<file path="config.mk">
export PLATFORM = sky130hd
export DESIGN_NAME = pilc_ctrl
export DESIGN_NICKNAME = d
export VERILOG_FILES = /design/src/hdl/pilc_pkg.sv /design/src/hdl/pilc_ctrl.sv /design/src/hdl/pilc_idle_gen.sv /design/src/hdl/pilc_reg0.sv
export SDC_FILE = /design/constraint.sdc
export NUM_CORES = 1
export LEC_CHECK = 0
export BUFFER_PORTS_ARGS = -buffer_cell sky130_fd_sc_hd__buf_2
export CAP_MARGIN = 20
export CORE_MARGIN = 2
export CORE_UTILIZATION = 40
export DETAILED_ROUTE_END_ITERATION = 12
export GPL_TIMING_DRIVEN = 0
export PLACE_DENSITY = 0.75
export SLEW_MARGIN = 20
export SYNTH_ARGS = -nofsm -noshare
export SYNTH_HDL_FRONTEND = slang
export SYNTH_SLANG_ARGS = --single-unit
</file>
<file path="constraint.sdc">
create_clock -name user_clock_125 -period 0.95 [get_ports user_clock_125]
set_input_delay 0.285 -clock user_clock_125 [delete_from_list [all_inputs] [get_ports user_clock_125]]
set_output_delay 0.285 -clock user_clock_125 [all_outputs]
set_load 0.01 [all_outputs]
</file>
<file path="src/hdl/pilc_pkg.sv">
// Constants and types for the power, isolate and loopback control block
//
// How it works
// - With management present, setting the power-down control bit in configuration register zero puts the transceiver into low power.
// - With management present, low power is left only by the register-zero software reset bit or the core reset port.
// - Without management, the power-down bit of the static configuration word puts the transceiver into low power.
// - Without management, low power is left only on the core reset port; clearing power-down alone does not restore operation.
// - With management present, the block starts isolated and a write to register zero is needed to clear isolation.
// - Loopback is taken from the management register or from the configuration word, whichever option is built.
// - In the ten-bit variant, loopback drives the wrap request output high so the external SerDes loops the data.
// - In the transceiver variant, loopback feeds transmit data into the receive path just before the transceiver interface.
// - During internal loopback, a constant stream of Idle code groups goes out through the transceiver.
// - The two-bit transceiver loop-select output is tied to binary zero-zero at all times.
// - The whole GMII and the attached MAC run on the single 125 MHz user clock.
`default_nettype none

package pilc_pkg;
    // ------------------------------------------------------------------
    // Configuration register zero bit positions
    // ------------------------------------------------------------------
    localparam int REG0_RESET_BIT    = 15;
    localparam int REG0_LOOPBACK_BIT = 14;
    localparam int REG0_POWER_BIT    = 11;
    localparam int REG0_ISOLATE_BIT  = 10;
    localparam int REG0_WIDTH        = 16;

    // ------------------------------------------------------------------
    // Static configuration word bit positions
    // ------------------------------------------------------------------
    localparam int CFGV_LOOPBACK_BIT = 1;
    localparam int CFGV_POWER_BIT    = 2;
    localparam int CFGV_ISOLATE_BIT  = 3;
    localparam int CFGV_WIDTH        = 5;

    // ------------------------------------------------------------------
    // Code groups and fixed values
    // ------------------------------------------------------------------
    localparam logic [9:0] IDLE_K28_5_RDN = 10'h0FA;
    localparam logic [9:0] IDLE_D16_2_RDP = 10'h289;
    localparam logic [1:0] LOOP_SEL_OFF   = 2'h0;
    localparam logic [7:0] GMII_DATA_IDLE = 8'h00;
    localparam logic [15:0] REG0_RESET_VALUE = 16'h1140 | 16'h0400;

    typedef enum logic [2:0] {
        PILC_RUN   = 3'h1,
        PILC_LOW   = 3'h2,
        PILC_WAKE  = 3'h4
    } pilc_power_type;
endpackage : pilc_pkg

`default_nettype wire

</file>
<file path="src/hdl/pilc_ctrl.sv">
// Power-down, isolate and loopback control at the GMII and line side
`default_nettype none

module pilc_ctrl
    import pilc_pkg::*;
#(
    parameter bit HAS_MDIO = 1'b1,
    parameter bit IS_TBI   = 1'b0
)
(
    input  wire logic                  user_clock_125,
    input  wire logic                  rst,
    input  wire logic                  reg0_write,
    input  wire logic [REG0_WIDTH-1:0] reg0_wdata,
    output logic [REG0_WIDTH-1:0]      reg0_rdata,
    input  wire logic [CFGV_WIDTH-1:0] configuration_word,
    input  wire logic [7:0]            gmii_txd,
    input  wire logic                  gmii_tx_en,
    input  wire logic                  gmii_tx_er,
    output logic [7:0]                 gmii_rxd,
    output logic                       gmii_rx_dv,
    output logic                       gmii_rx_er,
    input  wire logic [9:0]            pcs_tx_code,
    output logic [9:0]                 pcs_rx_code,
    output logic [9:0]                 xcvr_tx_code,
    input  wire logic [9:0]            xcvr_rx_code,
    input  wire logic [7:0]            pcs_rxd,
    input  wire logic                  pcs_rx_dv,
    input  wire logic                  pcs_rx_er,
    output logic [7:0]                 pcs_txd,
    output logic                       pcs_tx_en,
    output logic                       pcs_tx_er,
    output logic                       powerdown,
    output logic                       isolated,
    output logic                       loopback_active,
    output logic                       wrap_request,
    output logic [1:0]                 xcvr_loop_select
);
    // ------------------------------------------------------------------
    // State
    // ------------------------------------------------------------------
    typedef struct packed {
        pilc_power_type power;
        logic           isolate;
        logic           loopback;
        logic [7:0]     rxd;
        logic           rx_dv;
        logic           rx_er;
        logic [7:0]     txd;
        logic           tx_en;
        logic           tx_er;
        logic [9:0]     rx_code;
        logic [9:0]     tx_code;
    } pilc_state_type;

    pilc_state_type state;
    pilc_state_type next_state;

    logic [REG0_WIDTH-1:0] reg0_value;
    logic                  soft_reset;
    logic [9:0]            idle_code;
    logic                  pd_request;
    logic                  iso_request;
    logic                  loop_request;

    pilc_reg0 u_reg0 (
        .clock      (user_clock_125),
        .rst        (rst),
        .write      (reg0_write & HAS_MDIO),
        .wdata      (reg0_wdata),
        .value      (reg0_value),
        .soft_reset (soft_reset)
    );

    pilc_idle_gen u_idle (
        .clock  (user_clock_125),
        .rst    (rst),
        .enable (1'b1),
        .code   (idle_code)
    );

    // ------------------------------------------------------------------
    // Source of control bits
    // ------------------------------------------------------------------
    always_comb begin
        if (HAS_MDIO) begin
            pd_request   = reg0_value[REG0_POWER_BIT];
            iso_request  = reg0_value[REG0_ISOLATE_BIT];
            loop_request = reg0_value[REG0_LOOPBACK_BIT];
        end else begin
            pd_request   = configuration_word[CFGV_POWER_BIT];
            iso_request  = configuration_word[CFGV_ISOLATE_BIT];
            loop_request = configuration_word[CFGV_LOOPBACK_BIT];
        end
    end

    // ------------------------------------------------------------------
    // Next state
    // ------------------------------------------------------------------
    always_comb begin
        next_state = state;
        case (state.power)
            PILC_RUN: begin
                // TBI has no transceiver to power down
                if (pd_request && !IS_TBI) begin
                    next_state.power = PILC_LOW;
                end
            end
            PILC_LOW: begin
                // Only a reset leaves; clearing the bit is not enough
                if (soft_reset) begin
                    next_state.power = PILC_WAKE;
                end
            end
            PILC_WAKE: begin
                next_state.power = PILC_RUN;
            end
            default: begin
                next_state.power = PILC_RUN;
            end
        endcase

        next_state.isolate  = iso_request;
        next_state.loopback = loop_request;

        // Receive side toward the MAC and transmit side toward the PCS, blanked while isolated
        if (state.isolate) begin
            next_state.rxd   = GMII_DATA_IDLE;
            next_state.rx_dv = 1'b0;
            next_state.rx_er = 1'b0;
            next_state.txd   = GMII_DATA_IDLE;
            next_state.tx_en = 1'b0;
            next_state.tx_er = 1'b0;
        end else begin
            next_state.rxd   = pcs_rxd;
            next_state.rx_dv = pcs_rx_dv;
            next_state.rx_er = pcs_rx_er;
            next_state.txd   = gmii_txd;
            next_state.tx_en = gmii_tx_en;
            next_state.tx_er = gmii_tx_er;
        end

        // Line side: loop at the last point before the transceiver
        if (state.loopback && !IS_TBI) begin
            next_state.rx_code = pcs_tx_code;
            next_state.tx_code = idle_code;
        end else begin
            next_state.rx_code = xcvr_rx_code;
            next_state.tx_code = pcs_tx_code;
        end
    end

    // ------------------------------------------------------------------
    // Registers
    // ------------------------------------------------------------------
    always_ff @(posedge user_clock_125) begin
        if (rst) begin
            state <= '{power:    PILC_RUN,
                       isolate:  1'b1,
                       loopback: 1'b0,
                       rxd:      GMII_DATA_IDLE,
                       rx_dv:    1'b0,
                       rx_er:    1'b0,
                       txd:      GMII_DATA_IDLE,
                       tx_en:    1'b0,
                       tx_er:    1'b0,
                       rx_code:  IDLE_K28_5_RDN,
                       tx_code:  IDLE_K28_5_RDN};
        end else begin
            state <= next_state;
        end
    end

    // ------------------------------------------------------------------
    // Outputs
    // ------------------------------------------------------------------
    assign reg0_rdata       = reg0_value;
    assign gmii_rxd         = state.rxd;
    assign gmii_rx_dv       = state.rx_dv;
    assign gmii_rx_er       = state.rx_er;
    assign pcs_txd          = state.txd;
    assign pcs_tx_en        = state.tx_en;
    assign pcs_tx_er        = state.tx_er;
    assign pcs_rx_code      = state.rx_code;
    assign xcvr_tx_code     = state.tx_code;
    assign powerdown        = (state.power == PILC_LOW);
    assign isolated         = state.isolate;
    assign loopback_active  = state.loopback;
    assign wrap_request     = state.loopback & IS_TBI;
    assign xcvr_loop_select = LOOP_SEL_OFF;
endmodule : pilc_ctrl

`default_nettype wire

</file>
<file path="src/hdl/pilc_idle_gen.sv">
// Idle code group generator with running disparity alternation
`default_nettype none

module pilc_idle_gen
    import pilc_pkg::*;
(
    input  wire logic       clock,
    input  wire logic       rst,
    input  wire logic       enable,
    output logic [9:0]      code
);
    typedef struct packed {
        logic       second;
        logic [9:0] code;
    } pilc_idle_type;

    pilc_idle_type state;
    pilc_idle_type next_state;

    always_comb begin
        next_state = state;
        if (enable) begin
            next_state.second = ~state.second;
            next_state.code   = state.second ? IDLE_D16_2_RDP
                                             : IDLE_K28_5_RDN;
        end
    end

    always_ff @(posedge clock) begin
        if (rst) begin
            state <= '{second: 1'b0, code: IDLE_K28_5_RDN};
        end else begin
            state <= next_state;
        end
    end

    assign code = state.code;
endmodule : pilc_idle_gen

`default_nettype wire

</file>
<file path="src/hdl/pilc_reg0.sv">
// Configuration register zero with self-clearing software reset
`default_nettype none

module pilc_reg0
    import pilc_pkg::*;
(
    input  wire logic                  clock,
    input  wire logic                  rst,
    input  wire logic                  write,
    input  wire logic [REG0_WIDTH-1:0] wdata,
    output logic [REG0_WIDTH-1:0]      value,
    output logic                       soft_reset
);
    typedef struct packed {
        logic [REG0_WIDTH-1:0] value;
        logic                  soft_reset;
    } pilc_reg0_type;

    pilc_reg0_type state;
    pilc_reg0_type next_state;

    always_comb begin
        next_state = state;
        next_state.soft_reset = 1'b0;
        if (write) begin
            next_state.value = wdata;
            next_state.value[REG0_RESET_BIT] = 1'b0;
            next_state.soft_reset = wdata[REG0_RESET_BIT];
        end
        if (state.soft_reset) begin
            next_state.value = REG0_RESET_VALUE;
        end
    end

    always_ff @(posedge clock) begin
        if (rst) begin
            state <= '{value: REG0_RESET_VALUE, soft_reset: 1'b0};
        end else begin
            state <= next_state;
        end
    end

    assign value      = state.value;
    assign soft_reset = state.soft_reset;
endmodule : pilc_reg0

`default_nettype wire

</file>
### Word level (Yosys, flattened, before mapping)

Index checks and enable logic that the tools add are counted.

| storage, ports and cells | value |
|---|---|
| bits in registers | 72 |
| output and inout port bits | 62 |

| operators by class | value |
|---|---|
| bitwise operators | 2 |
| eq/ne operators | 4 |
| muxes and demuxes | 5 |
| reductions and logical operators | 4 |

Operator list:

| kind | count |
|---|---|
| two-way mux 20 bit | 1 |
| two-way mux 10 bit | 1 |
| two-way mux 3 bit | 2 |
| case mux 3 bit (2 select lines) | 1 |
| OR reduction 2 bit | 3 |
| inequality test 2 x 1 -> 1 bit (second input constant) | 2 |
| == test 3 x 1 -> 1 bit (second input constant) | 1 |
| == test 3 x 2 -> 1 bit (second input constant) | 1 |
| inverter 1 bit | 2 |
| AND reduction 2 bit | 1 |

### Depth between registers and ports, before layout

| depth | value |
|---|---|
| word-level depth | 3 |
| gate-level depth with buffers | 4 |

### Cells and area by module

From an unflattened synthesis, not the netlist that was laid out.

| unflattened totals | value |
|---|---|
| cell total of the unflattened synthesis | 240 |
| area, all modules | 2529.9 sq um |

Modules (own cells, without submodules):

| module | cells each | sequential area each (sq um) | area an instance (sq um) | times used |
|---|---|---|---|---|
| pilc_ctrl | 164 | 900.9 | 1749.2 | 1 |
| pilc_reg0 | 54 | 320.3 | 596.8 | 1 |
| pilc_idle_gen | 22 | 60.1 | 183.9 | 1 |

### Worst setup path after synthesis

OpenSTA, ideal clock, no wires.

| timing | value |
|---|---|
| path type | flip-flop to flip-flop |
| start | register state (netlist bit loopback_active) |
| end | register state (netlist bit xcvr_tx_code[7]) |
| required time | 0.823 ns |
| clock period less this slack | 1.064 ns |
| arrival time | 0.936 ns |
| cell stages (with the launch flop) | 4 |
| path buffers | 2 |
| setup slack | -0.114 ns |
| library setup time | 0.127 ns |
| path through | dfxtp_1 -> buf_6 -> buf_8 -> or3_1 |

| on the way | value |
|---|---|
| word-level cells in the longest chain between the ends | 1 |

RTL lines:

| element | RTL line | RTL |
|---|---|---|
| from (decl) | pilc_ctrl.sv:56 | `pilc_state_type state;` |
| from (signal assigned) | pilc_ctrl.sv:158 | `state <= '{power: PILC_RUN,` |
| from (signal assigned) | pilc_ctrl.sv:170 | `state <= next_state;` |
| two-way mux 20 bit | pilc_ctrl.sv:144 | `if (state.loopback && !IS_TBI) begin` |

Every way passes these cells.
A chain may end at the register's enable or synchronous reset.

### Worst setup path in the final report

| timing | value |
|---|---|
| start | register state[43] (netlist name) |
| end | output port powerdown |

| on the way | value |
|---|---|
| word-level cells in the longest chain between the ends | 1 |

RTL lines:

| element | RTL line | RTL |
|---|---|---|
| == test 3 x 2 -> 1 bit | pilc_ctrl.sv:186 | `assign powerdown = (state.power == PILC_LOW);` |
| to (decl) | pilc_ctrl.sv:33 | `output logic powerdown,` |

Every way passes these cells.

==> flow_summary.toml <==
[placement]
io_buffers = 114
dp.final_hpwl_um = 3490
dpl_worst_slack_ps = -142.9
dp.cells = 412
place_congestion = 0.7150

[run_status]
status = "finished with violations"
failed_checks = "setup timing"

[routing]
via_per_inst = 4.460
routed-via-count = 1766
wire_per_inst_um = 13.27
route.detailed.drc = 0
drt_wl_total_um = 5254
drt_iter0_markers = 23
antenna_left = 0
first_pass_iters = 4

[clocking]
clk_latency_ps = 320
cts_tree = "done"
hold_buffers = 0
htreeDepth = 3
clock-sinks = 64
cts_root_buf = "clkbuf_8"
cts_buffers = 9
clk_pin_slew_ps = 60
clock_path_buffers = 2

[floorplanning]
start_util_pct = 42.12
io_pins = 126
std_cell_rows = 27
core_um2 = 5608
fp.dieW_um = 80.85
dieArea_um2 = 6537
die_h_um = 80.85

[timing]
hold_viol_final = 0
final_max_slew_viol_count = 0
period_share_pct = 142.3
min_period_ps = 1352
setup_viol = 71
fin_ws_ps = -402.0
hold_slack_ps = 160.4
fmax_mhz = 739.6
fin_skew_ps = 6.253
rsz0062_at_grt = "yes"

[global_route]
grt_max_degree = 11
grt_pass1_vias = 1730
antenna_found_initial = 0
grt_pass1_wl_um = 8045
grtUsageTotal_pct = 16.67
gr-total-overflow = 0

[worst_setup_path]
cpPeakStageDelay_ps = 340
critical_path.most_common_cell = "nor2b_4"
crit_path_start_kind = "register"
setup.worst_path.end_class = "output port"
critPathTopFamily = "flip-flops"
arrival_ps = 1070
crit_chain = "nor2b_4, nor2b_4, buf_6"
slowest_stage = "dfxtp_2"
required_ps = 660
path_buf_inv = 1
cp_max_fo = 3
critPathKind = "reg2out"

[yosys]
syn_inst = 223
synth_area_leaders = "dfxtp_1, buf_4, mux2i_1, and2_1, nor2_1"
yosysWarnings = 0
ys_seq_area_share_pct = 54.24
ys_ff_latch = 64
yosys.area.top_type = "dfxtp_1"
avgSynthCellArea_um2 = 10.59
netlist_area_um2 = 2362
synth_cell_types = 25
synth_top_area_share_pct = 54.24

[pwr]
power_density_nw_per_um2 = 1564
vdd_drop_max_v = 0.0009987
leakage_nw = 1.685

[finish]
layout-drive-gt1-share_pct = 67.59
fin_cells = 396
syn2layout_area_growth_pct = 49.05
utilization_pct = 62.78
nets = 385
diodes = 0

[run]
cap_violations = 0

[worst_hold_path]
hold_path_class = "in2reg"
-- power breakdown --
part           total [mW]  switching, mW  internal, mW  leakage [nW]
Clock                1.90          0.907         0.988        0.0794
Sequential           2.89         0.0737          2.82         0.537
Combinational       0.716          0.279         0.437          1.07
Total                5.51           1.26          4.25          1.69
-- layout make-up --
class | count | area [um^2]
Multi-Input combinational cell | 104 | 759.5
Tap cell | 72 | 90.09
Buffer | 15 | 137.6
Inverter | 5 | 18.77
Fill cell | 457 | 2087
Clock buffer | 13 | 148.9
Clock inverter | 1 | 5.005
Sequential cell | 64 | 1353
Timing Repair Buffer | 122 | 1008
-- placed cells by master (no fill, tap or decap), types with 2 or more instances in the layout --
master,instances
nor3b_2,2
and2_1,20
buf_2,60
nor2b_4,2
mux2i_1,17
o21ai_1,4
buf_6,62
nor2_2,3
a211o_1,6
clkbuf_1,3
buf_8,2
nor2_1,16
conb_1,4
dfxtp_2,54
clkbuf_8,10
and3b_1,2
nand2_1,4
and2b_1,2
or3_1,2
inv_1,5
nand2b_4,2
buf_4,12
a21oi_2,2
nor2b_1,6
dfxtp_1,9
-- cell usage after synthesis --
cell,number
buf_6,3
nor2_1,19
mux2i_1,19
o21a_1,1
and2_1,20
conb_1,1
nor3b_1,3
buf_8,1
o21ai_0,5
or2_1,1
or2_2,1
nand2b_1,2
clkbuf_2,2
buf_4,44
a211o_1,6
a21oi_1,3
and3_1,1
dfxtp_1,64
nand2_1,5
or3_1,2
buf_2,3
nor2b_1,8
and3b_1,2
inv_1,5
and2b_1,2
-- metal layers --
layer  vias to the layer above  track usage (%)  part of all wire, %
met2                        91            27.69                   51
met3                        18            5.222                  7.7
li1                        862                -                    -
met5                         -                0                    0
met4                         0            11.86                  3.6
met1                       795            17.94                   38
-- sequential cells by signal, summed over array words and instances (netlist names) --
signal and flops:
gmii_rxd 8, u_idle.code 2, pcs_tx_en 1, pcs_rx_code 10
u_idle.state 1, gmii_rx_dv 1, isolated 1, state 3
loopback_active 1, pcs_tx_er 1, u_reg0.soft_reset 1, gmii_rx_er 1
u_reg0.value 15, xcvr_tx_code 10, pcs_txd 8
-- cell families (layout without fill, tap and decap cells) --
group	after synthesis	in the layout	share of synthesized area [%]
simple gates	66	66	15.41
other cells	1	4	0.1587
mux	19	19	8.051
compound gates	15	15	4.237
flops	64	64	54.24
buf+inv	58	156	17.90
-- worst paths after layout --
| path | from | slack, ps | endpoint | cells after the start |
|---|---|---|---|---|
| max | state[43] | -400 | powerdown | 3 |
| min | pcs_rxd[1] | 160 | gmii_rxd[1] | 2 |
| max reg2reg | loopback_active | -80 | xcvr_tx_code[7] | 3 |
| min reg2reg | u_idle.state[10] | 400 | u_idle.state[10] | 1 |
-- timing repair --
action / CTS / global route
pin swaps: 3 / 3
gates cloned: 2 / 0
buffers inserted: 5 / 1
endpoints found under the setup margin: 76 / 103
resized for setup: 122 / 25
-- metrics by stage --
step / cell area [um^2] / power [mW] / TNS [ps]
2_1_floorplan: 2381 / 3.263 / -322.7
3_3_place_gp: 3042 / 3.506 / -2926
3_5_place_dp: 3042 / 3.521 / -3324
4_1_cts: 3431 / 5.530 / -6986
5_1_grt: 3521 / 5.772 / -8717
6_report: 3521 / 5.505 / -5910
Note: power is estimated with default switching activity, not from simulation.
